===== src/verilog/fdm_map.svh =====
// Offsets, field positions, reset values and timing counts of the flash data controller.
// Operation
// - Array reachable only via address, data, control.
// - Read strobe loads addressed byte into data.
// - Data register holds until read or write.
// - Core stalls during read, resumes next instruction.
// - Only a bit-set instruction starts a read.
// - Eight rows of eight bytes; row erase.
// - Erase: address, erase select, enable, start.
// - Erase select drops unless enable follows.
// - Enable drops unless start follows next cycle.
// - Core stalls during erase, resumes afterwards.
// - Enable and start need consecutive bit-sets.
// - Address bits five to three pick row.
// - Erase row first; save kept bytes beforehand.
// - Program: address, data, enable, then start.
// - Core stalls for whole byte programming cycle.
// - Instruction after start runs without padding.
// - Erase select clears when erase completes.
// - Abort flag set by reset mid-operation; here a reset held over several edges clears it again.
// - Start bit reads one while cycle runs.
// - Six address bits; upper two read zero.
`ifndef FDM_MAP_SVH
`define FDM_MAP_SVH

// ****************************************************************
// Control register bit positions.
// ****************************************************************
`define FDM_CTL_READ       0
`define FDM_CTL_START      1
`define FDM_CTL_ENABLE     2
`define FDM_CTL_ABORT      3
`define FDM_CTL_ERASE      4

// ****************************************************************
// Array geometry and values.
// ****************************************************************
`define FDM_ADDR_W         6
`define FDM_DEPTH          64
`define FDM_ROW_BYTES      8
`define FDM_ROW_LSB        3
`define FDM_ERASED_BYTE    8'hff
`define FDM_ADDR_RESET     6'h00
`define FDM_DATA_RESET     8'h00

// ****************************************************************
// Timing: times in nanoseconds, counts rounded up to whole cycles.
// ****************************************************************
`define FDM_CLK_PERIOD_NS  8
`define FDM_ERASE_TIME_NS  2000
`define FDM_PROG_TIME_NS   1000
`define FDM_ERASE_CYCLES   ((`FDM_ERASE_TIME_NS + `FDM_CLK_PERIOD_NS - 1) / `FDM_CLK_PERIOD_NS)
`define FDM_PROG_CYCLES    ((`FDM_PROG_TIME_NS + `FDM_CLK_PERIOD_NS - 1) / `FDM_CLK_PERIOD_NS)

// ****************************************************************
// Core-side user port: offsets and command fields.
// ****************************************************************
`define FDM_UREG_CMD       2'h0
`define FDM_UREG_STATUS    2'h1
`define FDM_UREG_RESULT    2'h2
`define FDM_CMD_DATA_LSB   0
`define FDM_CMD_BIT_LSB    8
`define FDM_CMD_SEL_LSB    11
`define FDM_CMD_OP_LSB     13
`define FDM_STS_HELD       0
`define FDM_STS_STALL      1
`define FDM_STS_REFUSED    2

`endif


===== src/verilog/fdm_pkg.sv =====
// Types used by the ends of the flash data controller; the sequencer states only by the device end.
package fdm_pkg;

  // Kind of instruction the core performs on a special function register.
  typedef enum logic [1:0] {
    op_move,
    op_bitset,
    op_read
  } fdm_op_t;

  // Special function register addressed by an instruction.
  typedef enum logic [1:0] {
    sel_address,
    sel_data,
    sel_control
  } fdm_sel_t;

  // Device sequencer states.
  typedef enum logic [1:0] {
    st_idle,
    st_read,
    st_erase,
    st_prog
  } fdm_state_t;

endpackage


===== src/verilog/fdm_if.sv =====
// Link between the processor core end and the flash data device end.
`timescale 1ns/100ps
interface fdm_if;
  logic              acc_valid;
  fdm_pkg::fdm_op_t  acc_op;
  fdm_pkg::fdm_sel_t acc_sel;
  logic [2:0]        acc_bit;
  logic [7:0]        acc_wdata;
  logic [7:0]        rd_data;
  logic              stall;

  modport device (
    input  acc_valid,
    input  acc_op,
    input  acc_sel,
    input  acc_bit,
    input  acc_wdata,
    output rd_data,
    output stall
  );

  modport core (
    output acc_valid,
    output acc_op,
    output acc_sel,
    output acc_bit,
    output acc_wdata,
    input  rd_data,
    input  stall
  );
endinterface


===== src/verilog/fdm_device.sv =====
// Device end: flash data array with its address, data and control registers.
`timescale 1ns/100ps
`include "fdm_map.svh"

module fdm_device #(
  parameter int unsigned ERASE_CYCLES = `FDM_ERASE_CYCLES,
  parameter int unsigned PROG_CYCLES  = `FDM_PROG_CYCLES
) (
  input  wire logic mclk,
  input  wire logic reset_n,
  fdm_if.device     link
);

  // ****************************************************************
  // Storage and registers.
  // ****************************************************************
  logic [7:0]             mem [0:`FDM_DEPTH-1];
  logic [`FDM_ADDR_W-1:0] nvm_address_reg;
  logic [7:0]             nvm_data_reg;
  logic                   erase_select;
  logic                   program_abort_flag;
  logic                   array_modify_enable;
  logic                   program_start;
  logic                   read_strobe;
  logic                   erase_armed;
  logic                   start_armed;
  fdm_pkg::fdm_state_t    state;
  logic [15:0]            op_count;
  logic [7:0]             rd_data;

  logic                   taken;
  logic                   move_ctrl;
  logic                   set_read;
  logic                   set_enable;
  logic                   set_start;
  logic                   set_erase;
  logic                   op_running;
  logic                   op_done;
  logic [2:0]             row;

  // ****************************************************************
  // Decode helpers.
  // ****************************************************************

  // True when the accepted instruction is a bit-set of one control bit.
  function automatic logic ctrl_bitset(input logic ok, input fdm_pkg::fdm_op_t op,
                                       input fdm_pkg::fdm_sel_t sel, input logic [2:0] b,
                                       input int unsigned pos);
    ctrl_bitset = ok && op == fdm_pkg::op_bitset && sel == fdm_pkg::sel_control
                  && b == 3'(pos);
  endfunction

  // Control register image; unimplemented bits read as zero.
  function automatic logic [7:0] ctrl_image(input logic er, input logic ab, input logic en,
                                            input logic st, input logic rd);
    ctrl_image = {3'h0, er, ab, en, st, rd};
  endfunction

  // An instruction is accepted only while the core is not stalled.
  assign taken      = link.acc_valid && !link.stall;
  assign move_ctrl  = taken && link.acc_op == fdm_pkg::op_move
                      && link.acc_sel == fdm_pkg::sel_control;
  // A plain move into the control register never starts a read.
  assign set_read   = ctrl_bitset(taken, link.acc_op, link.acc_sel, link.acc_bit,
                                  `FDM_CTL_READ);
  assign set_enable = ctrl_bitset(taken, link.acc_op, link.acc_sel, link.acc_bit,
                                  `FDM_CTL_ENABLE);
  // Start only counts right after the enable was set by a bit-set.
  assign set_start  = ctrl_bitset(taken, link.acc_op, link.acc_sel, link.acc_bit,
                                  `FDM_CTL_START) && array_modify_enable
                      && start_armed;
  // Erase select accepts a set from both a bit-set and a move.
  assign set_erase  = ctrl_bitset(taken, link.acc_op, link.acc_sel, link.acc_bit,
                                  `FDM_CTL_ERASE)
                      || (move_ctrl && link.acc_wdata[`FDM_CTL_ERASE]);

  assign op_running = state == fdm_pkg::st_erase || state == fdm_pkg::st_prog;
  assign op_done    = op_running && op_count == 16'h0000;
  assign row        = nvm_address_reg[`FDM_ADDR_W-1:`FDM_ROW_LSB];

  // Stall follows the sequencer state so the held instruction waits its turn.
  assign link.stall   = state != fdm_pkg::st_idle;
  assign link.rd_data = rd_data;

  // ****************************************************************
  // Sequencer.
  // ****************************************************************

  // A read takes one stall cycle; erase and program wait out their counts.
  always_ff @(posedge mclk) begin
    if (!reset_n) begin
      state <= fdm_pkg::st_idle;
    end else begin
      case (state)
        fdm_pkg::st_idle: begin
          if (set_read) begin
            state <= fdm_pkg::st_read;
          end else if (set_start) begin
            state <= erase_select ? fdm_pkg::st_erase : fdm_pkg::st_prog;
          end
        end
        fdm_pkg::st_read: begin
          state <= fdm_pkg::st_idle;
        end
        fdm_pkg::st_erase, fdm_pkg::st_prog: begin
          if (op_done) begin
            state <= fdm_pkg::st_idle;
          end
        end
        default: begin
          state <= fdm_pkg::st_idle;
        end
      endcase
    end
  end

  // Cycle counter for erase and program; loaded on the start bit-set.
  always_ff @(posedge mclk) begin
    if (!reset_n) begin
      op_count <= 16'h0000;
    end else if (set_start) begin
      op_count <= erase_select ? 16'(ERASE_CYCLES - 1) : 16'(PROG_CYCLES - 1);
    end else if (op_running && op_count != 16'h0000) begin
      op_count <= op_count - 16'h0001;
    end
  end

  // ****************************************************************
  // Array.
  // ****************************************************************

  // The array has no reset; it keeps its contents across a device reset,
  // which is what makes the abort flag meaningful.
  always_ff @(posedge mclk) begin
    if (op_done && state == fdm_pkg::st_erase) begin
      for (int i = 0; i < `FDM_ROW_BYTES; i++) begin
        mem[{row, 3'(i)}] <= `FDM_ERASED_BYTE;
      end
    end else if (op_done && state == fdm_pkg::st_prog) begin
      mem[nvm_address_reg] <= nvm_data_reg;
    end
  end

  // ****************************************************************
  // Special function registers.
  // ****************************************************************

  // Only six address bits exist; the upper two read as zero.
  always_ff @(posedge mclk) begin
    if (!reset_n) begin
      nvm_address_reg <= `FDM_ADDR_RESET;
    end else if (taken && link.acc_op == fdm_pkg::op_move
                 && link.acc_sel == fdm_pkg::sel_address) begin
      nvm_address_reg <= link.acc_wdata[`FDM_ADDR_W-1:0];
    end
  end

  // The data register changes only by a read or a core write; erase leaves it.
  always_ff @(posedge mclk) begin
    if (!reset_n) begin
      nvm_data_reg <= `FDM_DATA_RESET;
    end else if (state == fdm_pkg::st_read) begin
      nvm_data_reg <= mem[nvm_address_reg];
    end else if (taken && link.acc_op == fdm_pkg::op_move
                 && link.acc_sel == fdm_pkg::sel_data) begin
      nvm_data_reg <= link.acc_wdata;
    end
  end

  // Read strobe shows one until the fetch cycle is over.
  always_ff @(posedge mclk) begin
    if (!reset_n) begin
      read_strobe <= 1'b0;
    end else if (set_read) begin
      read_strobe <= 1'b1;
    end else if (state == fdm_pkg::st_read) begin
      read_strobe <= 1'b0;
    end
  end

  // Erase select self-clears when the enable does not follow at once, and
  // when the erase completes. A set in the same cycle wins.
  always_ff @(posedge mclk) begin
    if (!reset_n) begin
      erase_select <= 1'b0;
      erase_armed  <= 1'b0;
    end else begin
      erase_armed <= set_erase;
      if (set_erase) begin
        erase_select <= 1'b1;
      end else if (erase_armed && !set_enable) begin
        erase_select <= 1'b0;
      end else if (op_done && state == fdm_pkg::st_erase) begin
        erase_select <= 1'b0;
      end else if (move_ctrl) begin
        erase_select <= 1'b0;
      end
    end
  end

  // Enable drops unless start is set in the very next instruction cycle,
  // and again once the operation has finished.
  always_ff @(posedge mclk) begin
    if (!reset_n) begin
      array_modify_enable <= 1'b0;
      start_armed         <= 1'b0;
    end else begin
      start_armed <= set_enable;
      if (set_enable) begin
        array_modify_enable <= 1'b1;
      end else if (start_armed && !set_start) begin
        array_modify_enable <= 1'b0;
      end else if (op_done) begin
        array_modify_enable <= 1'b0;
      end
    end
  end

  // Start bit is the busy indication for erase and program.
  always_ff @(posedge mclk) begin
    if (!reset_n) begin
      program_start <= 1'b0;
    end else if (set_start) begin
      program_start <= 1'b1;
    end else if (op_done) begin
      program_start <= 1'b0;
    end
  end

  // A reset that lands mid-operation leaves the abort flag set. The flag shows
  // the last reset edge only, so a reset held over several edges clears it.
  always_ff @(posedge mclk) begin
    if (!reset_n) begin
      program_abort_flag <= op_running;
    end else if (op_done) begin
      program_abort_flag <= 1'b0;
    end else if (move_ctrl) begin
      program_abort_flag <= link.acc_wdata[`FDM_CTL_ABORT];
    end
  end

  // Register read answer, registered one cycle after the read instruction.
  always_ff @(posedge mclk) begin
    if (!reset_n) begin
      rd_data <= 8'h00;
    end else if (taken && link.acc_op == fdm_pkg::op_read) begin
      case (link.acc_sel)
        fdm_pkg::sel_address: rd_data <= {2'h0, nvm_address_reg};
        fdm_pkg::sel_data:    rd_data <= nvm_data_reg;
        fdm_pkg::sel_control: rd_data <= ctrl_image(erase_select, program_abort_flag,
                                                    array_modify_enable, program_start,
                                                    read_strobe);
        default:              rd_data <= 8'h00;
      endcase
    end
  end

endmodule


===== src/flat_wrapper.sv =====
// flat-port wrapper written by rule: the top's interface ports become plain ports
module fdm_device_flat 
#(
  parameter int unsigned ERASE_CYCLES = `FDM_ERASE_CYCLES,
  parameter int unsigned PROG_CYCLES  = `FDM_PROG_CYCLES
)
  (mclk, reset_n, link_acc_valid, link_acc_op, link_acc_sel, link_acc_bit, link_acc_wdata, link_rd_data, link_stall);
  fdm_if link_i ();
  input  wire logic mclk;
  input  wire logic reset_n;
  input wire logic [$bits(link_i.acc_valid)-1:0] link_acc_valid;
  input wire logic [$bits(link_i.acc_op)-1:0] link_acc_op;
  input wire logic [$bits(link_i.acc_sel)-1:0] link_acc_sel;
  input wire logic [$bits(link_i.acc_bit)-1:0] link_acc_bit;
  input wire logic [$bits(link_i.acc_wdata)-1:0] link_acc_wdata;
  output wire logic [$bits(link_i.rd_data)-1:0] link_rd_data;
  output wire logic [$bits(link_i.stall)-1:0] link_stall;
  assign link_i.acc_valid = link_acc_valid;
  assign link_i.acc_op = link_acc_op;
  assign link_i.acc_sel = link_acc_sel;
  assign link_i.acc_bit = link_acc_bit;
  assign link_i.acc_wdata = link_acc_wdata;
  assign link_rd_data = link_i.rd_data;
  assign link_stall = link_i.stall;
  fdm_device #(.ERASE_CYCLES(ERASE_CYCLES), .PROG_CYCLES(PROG_CYCLES)) u_core (.mclk(mclk), .reset_n(reset_n), .link(link_i));
endmodule

===== config.mk =====
export PLATFORM = sky130hd
export DESIGN_NAME = fdm_device_flat
export DESIGN_NICKNAME = d
export VERILOG_FILES = /design/src/verilog/fdm_pkg.sv /design/src/verilog/fdm_if.sv /design/src/verilog/fdm_device.sv /design/src/flat_wrapper.sv
export VERILOG_INCLUDE_DIRS = /design/src /design/src/verilog
export SDC_FILE = /design/constraint.sdc
export NUM_CORES = 1
export LEC_CHECK = 0
export BUFFER_PORTS_ARGS = -buffer_cell sky130_fd_sc_hd__buf_2
export CAP_MARGIN = 20
export CORE_UTILIZATION = 50
export DETAILED_ROUTE_END_ITERATION = 12
export PLACE_DENSITY = 0.68
export SLEW_MARGIN = 20
export SYNTH_ARGS = -nofsm -noshare
export SYNTH_HDL_FRONTEND = slang
export SYNTH_SLANG_ARGS = --single-unit

===== constraint.sdc =====
create_clock -name mclk -period 3.15 [get_ports mclk]
set_input_delay 0.945 -clock mclk [delete_from_list [all_inputs] [get_ports mclk]]
set_output_delay 0.945 -clock mclk [all_outputs]
set_load 0.01 [all_outputs]

==> results of run 1 <==
critical path: stages (launching register included):
cell and delay [ps]:
dfxtp_1 350, or4_4 580, or4_1 490, nor3_4 220, buf_12 210, nand4_2 350, nand2_1 470
per-stage QoR:
step / TNS [ps] / power, µW / util [%] / std cells / hold slack (ps)
floorplan: -4918 / 8350 / - / 1920 / 444.8
global placement: 0 / 8429 / 53.55 / 2615 / 446.1
detailed placement: 0 / 8431 / 53.56 / 2615 / 464.9
CTS: 0 / 14680 / 56.80 / 2718 / 473.3
global route: 0 / 14930 / 56.98 / 2718 / 496.9
finish: 0 / 14590 / 56.98 / 2718 / 462.7
Yosys cell counts, drive strengths merged (3+ instances only):
cell / n
and4: 7
or4: 6
edfxtp: 513
a2111oi: 8
nand3b: 3
a21oi: 26
xnor2: 6
a221oi: 8
nand2: 52
a22oi: 25
nand3: 44
o31ai: 44
o21ai: 15
buf: 33
clkbuf: 120
nor2b: 13
nand2b: 356
a31oi: 4
xor2: 4
nor3: 69
nor3b: 5
nand4: 5
and3: 8
mux4: 98
nor4: 5
nand4b: 4
o21a: 3
a22o: 7
inv: 14
mux2: 9
dfxtp: 52
nor2: 53
or2: 164
a211oi: 15
o22ai: 7
mux2i: 94
cell families (layout without fill, tap and decap cells):
| family | count (synthesis) | count (layout) | synth area share [%] |
|---|---|---|---|
| buffers and inverters | 167 | 277 | 2.497 |
| xor gates and xnor gates | 10 | 10 | 0.3280 |
| DFF | 565 | 565 | 61.59 |
| muxes | 201 | 201 | 12.17 |
| AOI/OAI and AO/OA | 169 | 169 | 4.451 |
| adders and majority gates | 2 | 2 | 0.09370 |
| and+or+nand+nor | 806 | 806 | 18.87 |
routing by layer:
layer	vias to the layer above	part of all wire [%]	global-route usage, %
li1	7250	-	-
met1	8187	42	34.96
met2	687	47	39.17
met3	124	8.6	5.347
met4	0	3.0	8.660
met5	-	0	0
power breakdown:
group / internal (µW) / switching, µW / leakage (µW)
clock: 3490 / 2820 / 0.000828
sequential: 8060 / 36.4 / 0.00649
combinational: 74.8 / 107 / 0.00291
repair_timing:
item,4_1_cts,5_1_grt
gates resized for setup,0,2
buffers inserted,0,0
hold endpoints to repair,0,0
endpoints found under the setup margin,0,14
layout make-up:
type                       instances  area [µm²]
clock buffer                      74        1533
sequential                       565       16470
multi-input combinational       1188        9703
clock inverter                    29       172.7
inverter                          14       52.55
fill                            4146       22650
tap                              688       860.8
timing repair buffer             160        1211
path summary, 6_finish.rpt:
path                                         end  slack, ps                                 from  cells after the start
max              u_core.mem[47][5]$_SDFFCE_PN1P_        120      u_core.op_count[4]$_SDFFE_PN0P_                      6
min          u_core.link.rd_data[7]$_SDFFE_PN0P_        460  u_core.link.rd_data[7]$_SDFFE_PN0P_                      2
max reg2reg      u_core.mem[47][5]$_SDFFCE_PN1P_        120      u_core.op_count[4]$_SDFFE_PN0P_                      6
min reg2reg  u_core.link.rd_data[7]$_SDFFE_PN0P_        460  u_core.link.rd_data[7]$_SDFFE_PN0P_                      2
==> results.yml, run 1 <==
critical_path:
  cp-end-kind: "flop"
  worstPathMaxFanout: 17
  required_ps: 3420
  cp.arrival_ps: 3300
  crit_type: "flop to flop"
  crit_path_start_kind: "flop"
timing:
  timing.fmax_mhz: 329.8
  max_slew.worst_pin.slew_ps: 1058
  rsz0062_at_grt: "false"
  layout_setup_ws_ps: 118.3
  finalHoldViolCount: 0
  fin_crit_sh_pct: 96.25
  relSlewSlack_pct: 29.46
  fin_skew_ps: 17.48
  period_needed_ps: 3032
  finalMaxSlewViolations: 0
  finalSetupViolations: 0
clock_network:
  clock-sinks: 565
  path_clk_slew_ps: 60
  cts_inserted_buffers: 57
  htreeDepth: 2
  clk_path_buf_depth: 3
  cts_hold_buffers: 0
  tritoncts: "built"
  clockRootBuffer: "clkbuf_16"
  clkLatencyLatePin_ps: 610
floorplanning:
  die_h_um: 233.1
  row_count: 84
  core_area_mm2: 0.05266
  die-area_mm2: 0.05433
  dieWidth_um: 233.1
  ioPinCount: 27
  start_util_pct: 50.71
logic_synthesis:
  synthFlopType: "edfxtp_1"
  yosys_warnings: 0
  synth-seq-cells: 565
  synth_top_area_cell: "edfxtp_1"
  yosys-top-cells-area: "edfxtp_1 58%, nand2b_1 8.3%, mux4_2 8.3%"
  syn_area_per_cell_um2: 13.91
  ys_types: 64
  synth-seq-area-share_pct: 61.59
  async_flop_share_pct: 0
  yosysTopAreaCellShare_pct: 57.69
  postSynthCellCount: 1920
  synth.net_count: 1940
  synth_area_mm2: 0.02670
  synth-edff-count: 513
placement:
  portBuffers: 26
  hpwl_mm: 44.73
  dpl-instance-area_mm2: 0.02820
  place_ws_ps: 76.27
  gp_congestion: 0.8433
cells_and_area:
  final_cell_area_mm2: 0.03000
  final_nets: 2006
  mostFrequentLayoutCells: "513 x edfxtp_1, 356 x nand2b_1, 154 x or2_2"
  largest_reg_flops: 512
  top_register: "u_core.mem"
  reg_top3: "u_core.mem: 512 flops, u_core.op_count: 16 flops"
  syn_to_final_growth_pct: 12.35
  layout_commonest_cell: "edfxtp_1"
  num_antenna_cells: 0
  drive_gt1_share_pct: 28.33
grt:
  grtUsageTotal_pct: 25.11
  antenna_found_initial: 0
  grt-ovfl-total: 0
  grt_first_pass_wirelength_mm: 100.2
  grt_max_degree: 55
  grt_pass1_vias: 16050
drt:
  wl_mm: 66.39
  first_pass_iters: 5
  vias: 16250
  wl_per_cell_um: 24.43
  drc: 0
  drtIter0Drc: 1596
  via_per_inst: 5.978
  postRouteAntennaNets: 0
status:
  status: "finished, final reports clean"
power:
  p_leak_uw: 0.01022
  pwr_density_cell_mw_per_mm2: 486.4
  peakVddDrop_v: 0.0004075
flow_run:
  max-cap-violations: 0
min_path:
  hold_path.class: "flop to flop"
Power figures use the tool's default switching activity.
==> inputs of run 2 (changes only) <==
--- a/config.mk
+++ b/config.mk
@@ -8,6 +8,7 @@
 export LEC_CHECK = 0
 export BUFFER_PORTS_ARGS = -buffer_cell sky130_fd_sc_hd__buf_2
 export CAP_MARGIN = 20
+export CORE_ASPECT_RATIO = 1.2
 export CORE_UTILIZATION = 50
 export DETAILED_ROUTE_END_ITERATION = 12
 export PLACE_DENSITY = 0.68
==> results.yml, run 2 (same netlist as run 1, synthesis figures left out) <==
floorplanning:
  dieWidth_um: 213.0
  start_util_pct: 50.76
  row_count: 92
  core_area_mm2: 0.05261
  die-area_mm2: 0.05434
  die_h_um: 255.2
  ioPinCount: 27
grt:
  grt_pass1_vias: 16420
  grt-ovfl-total: 0
  grt_max_degree: 57
  antenna_found_initial: 2
  grtUsageTotal_pct: 25.84
  grt_first_pass_wirelength_mm: 102.6
cells_and_area:
  drive_gt1_share_pct: 28.35
  layout_commonest_cell: "edfxtp_1"
  syn_to_final_growth_pct: 12.99
  mostFrequentLayoutCells: "513 x edfxtp_1, 356 x nand2b_1, 154 x or2_2"
  top_register: "u_core.mem"
  fill_cells: 4105
  final_nets: 2024
  largest_reg_flops: 512
  reg_top3: "u_core.mem: 512 flops, u_core.op_count: 16 flops"
  final_core_util_pct: 57.36
  final_cell_area_mm2: 0.03017
timing:
  fin_crit_sh_pct: 93.38
  finalMaxSlewViolations: 0
  max_slew.worst_pin.slew_ps: 996.5
  fin_skew_ps: 30.20
  setup_tns_ps: 0
  period_needed_ps: 2942
  timing.fmax_mhz: 340.0
  rsz0062_at_grt: "false"
  relSlewSlack_pct: 31.85
  whs_ps: 484.7
  finalSetupViolations: 0
  finalHoldViolCount: 0
min_path:
  hold_path.class: "flop to flop"
drt:
  postRouteAntennaNets: 0
  drtIter0Drc: 1494
  via_per_inst: 5.919
  vias: 16290
  drc: 0
  wl_mm: 68.09
  first_pass_iters: 5
  wl_per_cell_um: 24.74
clock_network:
  post_cts_buffers: 0
  clk_path_buf_depth: 3
  clock-sinks: 565
  cts_resized: 0
  htreeDepth: 2
  cts_inserted_buffers: 55
  path_clk_slew_ps: 70
  clockRootBuffer: "clkbuf_16"
  cts_hold_buffers: 0
  clkLatencyLatePin_ps: 630
  tritoncts: "built"
placement:
  gp_congestion: 0.9273
  dpl-instance-area_mm2: 0.02838
  hpwl_mm: 46.27
  portBuffers: 26
power:
  comb_power_share_pct: 1.2
  peakVddDrop_v: 0.0007101
  pwr_density_cell_mw_per_mm2: 493.3
  swShare_pct: 19.87
  p_leak_uw: 0.01035
  p_clk_share_pct: 44.5
  p_seq_share_pct: 54.3
  switching_power_uw: 2957
  internal_power_uw: 11930
critical_path:
  worstPathMaxFanout: 14
  r2r_setup_slack_ps: 210
  required_ps: 3440
  crit_type: "flop to flop"
  cp.arrival_ps: 3230
  cp-end-kind: "flop"
  crit_path_start_kind: "flop"
flow_run:
  max-cap-violations: 0
status:
  status: "finished, final reports clean"
==> run 2: metrics by stage <==
step                      power [µW]  cells  setup slack (ps)
after floorplan                 8350   1920            -61.49
after global placement          8424   2652             282.0
after detailed placement        8425   2652             202.1
after CTS                      14960   2751             164.7
after global routing           15210   2751             15.27
final                          14880   2752             208.4
==> run 2: layout make-up <==
class	count	area [µm²]	share of cell area [%]
inverter	14	52.55	0.1742
sequential	565	16470	54.60
timing repair buffer	180	1374	4.553
clock buffer	73	1484	4.918
antenna	1	2.502	0.008294
clock inverter	26	296.5	0.9828
tap	705	882.1	2.923
multi-input combinational	1188	9608	31.84
==> run 2: path summary, 6_finish.rpt <==
path                                        from                                   to  depth (start not counted)
max              u_core.op_count[3]$_SDFFE_PN0P_      u_core.mem[61][6]$_SDFFCE_PN1P_                          7
max reg2reg      u_core.op_count[3]$_SDFFE_PN0P_      u_core.mem[61][6]$_SDFFCE_PN1P_                          7
min          u_core.link.rd_data[6]$_SDFFE_PN0P_  u_core.link.rd_data[6]$_SDFFE_PN0P_                          2
min reg2reg  u_core.link.rd_data[6]$_SDFFE_PN0P_  u_core.link.rd_data[6]$_SDFFE_PN0P_                          2
==> run 2: worst max-delay path: stages (launching register included) <==
cell and delay [ps]:
dfxtp_1 350, or4_4 600, or4_1 490, nor3_4 230
buf_12 180, buf_4 290, nand3_4 160, nand2_1 310
==> run 2: power groups by stage <==
stage | Sequential (µW) | Clock (µW) | Combinational, µW
floorplan | 8220 | 0 | 128
global placement | 8250 | 0 | 179
detailed placement | 8240 | 0 | 180
CTS | 8080 | 6690 | 180
global route | 8080 | 6930 | 192
finish | 8080 | 6620 | 181
==> run 2: routing by layer <==
metal,global-route usage (%),part of all wire [%]
met1,32.88,39
met2,44.23,50
met3,4.098,6.9
met4,10.26,4.1
met5,0,0.034
==> inputs of run 3 (changes only) <==
--- a/config.mk
+++ b/config.mk
@@ -12,7 +12,9 @@
 export CORE_UTILIZATION = 50
 export DETAILED_ROUTE_END_ITERATION = 12
 export PLACE_DENSITY = 0.68
+export RECOVER_POWER = 100
 export SLEW_MARGIN = 20
 export SYNTH_ARGS = -nofsm -noshare
 export SYNTH_HDL_FRONTEND = slang
 export SYNTH_SLANG_ARGS = --single-unit
+export TNS_END_PERCENT = 20
==> results.yml, run 3 (same netlist as run 1, synthesis figures left out) <==
status:
  status: "finished, final reports clean"
timing:
  finalMaxSlewViolations: 0
  finalSetupViolations: 0
  finalHoldViolCount: 0
  relSlewSlack_pct: 36.08
  max_slew.worst_pin.slew_ps: 934.6
  period_needed_ps: 3043
  timing.fmax_mhz: 328.7
  whs_ps: 480.0
  fin_skew_ps: 30.17
  fin_crit_sh_pct: 96.59
  rsz0062_at_grt: "false"
power:
  comb_power_share_pct: 1.2
  p_seq_share_pct: 54.3
  internal_power_uw: 11930
  pwr_density_cell_mw_per_mm2: 499.3
  p_leak_uw: 0.01007
  switching_power_uw: 2957
  swShare_pct: 19.87
  p_clk_share_pct: 44.5
  total_power_uw: 14880
  peakVddDrop_v: 0.0007092
floorplanning:
  core_area_mm2: 0.05261
  die-area_mm2: 0.05434
  die_h_um: 255.2
  dieWidth_um: 213.0
  ioPinCount: 27
  start_util_pct: 50.76
  row_count: 92
cells_and_area:
  layout_commonest_cell: "edfxtp_1"
  syn_to_final_growth_pct: 11.62
  final_nets: 2024
  mostFrequentLayoutCells: "513 x edfxtp_1, 356 x nand2b_1, 153 x or2_2"
  largest_reg_flops: 512
  num_antenna_cells: 0
  top_register: "u_core.mem"
  reg_top3: "u_core.mem: 512 flops, u_core.op_count: 16 flops"
  drive_gt1_share_pct: 25.27
clock_network:
  clk_path_buf_depth: 3
  cts_resized: 0
  path_clk_slew_ps: 70
  htreeDepth: 2
  clockRootBuffer: "clkbuf_16"
  clock-sinks: 565
  cts_inserted_buffers: 55
  clkLatencyLatePin_ps: 620
  post_cts_buffers: 0
  cts_hold_buffers: 0
  tritoncts: "built"
critical_path:
  worstPathMaxFanout: 14
  cp.arrival_ps: 3370
  cp-end-kind: "flop"
  crit_path_start_kind: "flop"
  crit_type: "flop to flop"
  required_ps: 3480
grt:
  grt_max_degree: 57
  grt_pass1_vias: 16420
  grt-ovfl-total: 0
  grtUsageTotal_pct: 25.84
  grt_first_pass_wirelength_mm: 102.6
  antenna_found_initial: 2
placement:
  gp_congestion: 0.9273
  hpwl_mm: 46.27
  portBuffers: 26
drt:
  vias: 16350
  drtIter0Drc: 1486
  drc: 0
  first_pass_iters: 7
  wl_per_cell_um: 24.80
  postRouteAntennaNets: 0
  wl_mm: 68.22
  via_per_inst: 5.942
flow_run:
  max-cap-violations: 0
min_path:
  hold_path.class: "flop to flop"
[run 3: worst max-delay path, cell delays in order, from the launching register on]
cell	delay, ps
dfxtp_1	350
or4_4	590
or4_1	490
nor3_4	230
buf_12	170
nand3_1	160
clkbuf_1	290
o31ai_1	210
buf_4	260
[run 3: final timing paths]
check	slack [ps]	to	depth (start not counted)	start
max	110	u_core.mem[3][7]$_SDFFCE_PN1P_	8	u_core.op_count[3]$_SDFFE_PN0P_
min	480	u_core.link.rd_data[6]$_SDFFE_PN0P_	2	u_core.link.rd_data[6]$_SDFFE_PN0P_
max reg2reg	110	u_core.mem[3][7]$_SDFFCE_PN1P_	8	u_core.op_count[3]$_SDFFE_PN0P_
min reg2reg	480	u_core.link.rd_data[6]$_SDFFE_PN0P_	2	u_core.link.rd_data[6]$_SDFFE_PN0P_
[run 3: area by class of cell]
type	count	area, µm²
tap	705	882.1
timing repair buffer	180	1086
clock inverter	26	296.5
clock buffer	73	1484
inverter	14	52.55
fill	4183	22800
multi-input combinational	1188	9537
sequential	565	16470
[run 3: through the flow]
stage | worst slack (ps) | utilization [%] | TNS, ps | cells | cell area [µm²]
after floorplan | -61.49 | - | -4918 | 1920 | 26700
after global placement | 282.0 | 53.95 | 0 | 2652 | 28380
after detailed placement | 202.1 | 53.96 | 0 | 2652 | 28380
after CTS | 164.7 | 57.34 | 0 | 2751 | 30170
after global routing | 7.864 | 56.66 | 0 | 2751 | 29810
final | 107.4 | 56.66 | 0 | 2751 | 29810
[run 3: metal layers]
layer / track usage (%) / vias to the layer above / share of wire [%]
met1: 32.88 / 8216 / 39
met4: 10.26 / 4 / 4.0
met2: 44.23 / 671 / 50
met3: 4.098 / 165 / 7.1
met5: 0 / - / 0.034
li1: - / 7290 / -
[run 3: power groups by stage]
| stage | registers (µW) | clock network, µW | logic [µW] |
|---|---|---|---|
| CTS | 8080 | 6690 | 180 |
| finish | 8090 | 6620 | 179 |
| global route | 8080 | 6930 | 190 |
| detailed placement | 8240 | 0 | 180 |
| floorplan | 8220 | 0 | 128 |
| global placement | 8250 | 0 | 179 |
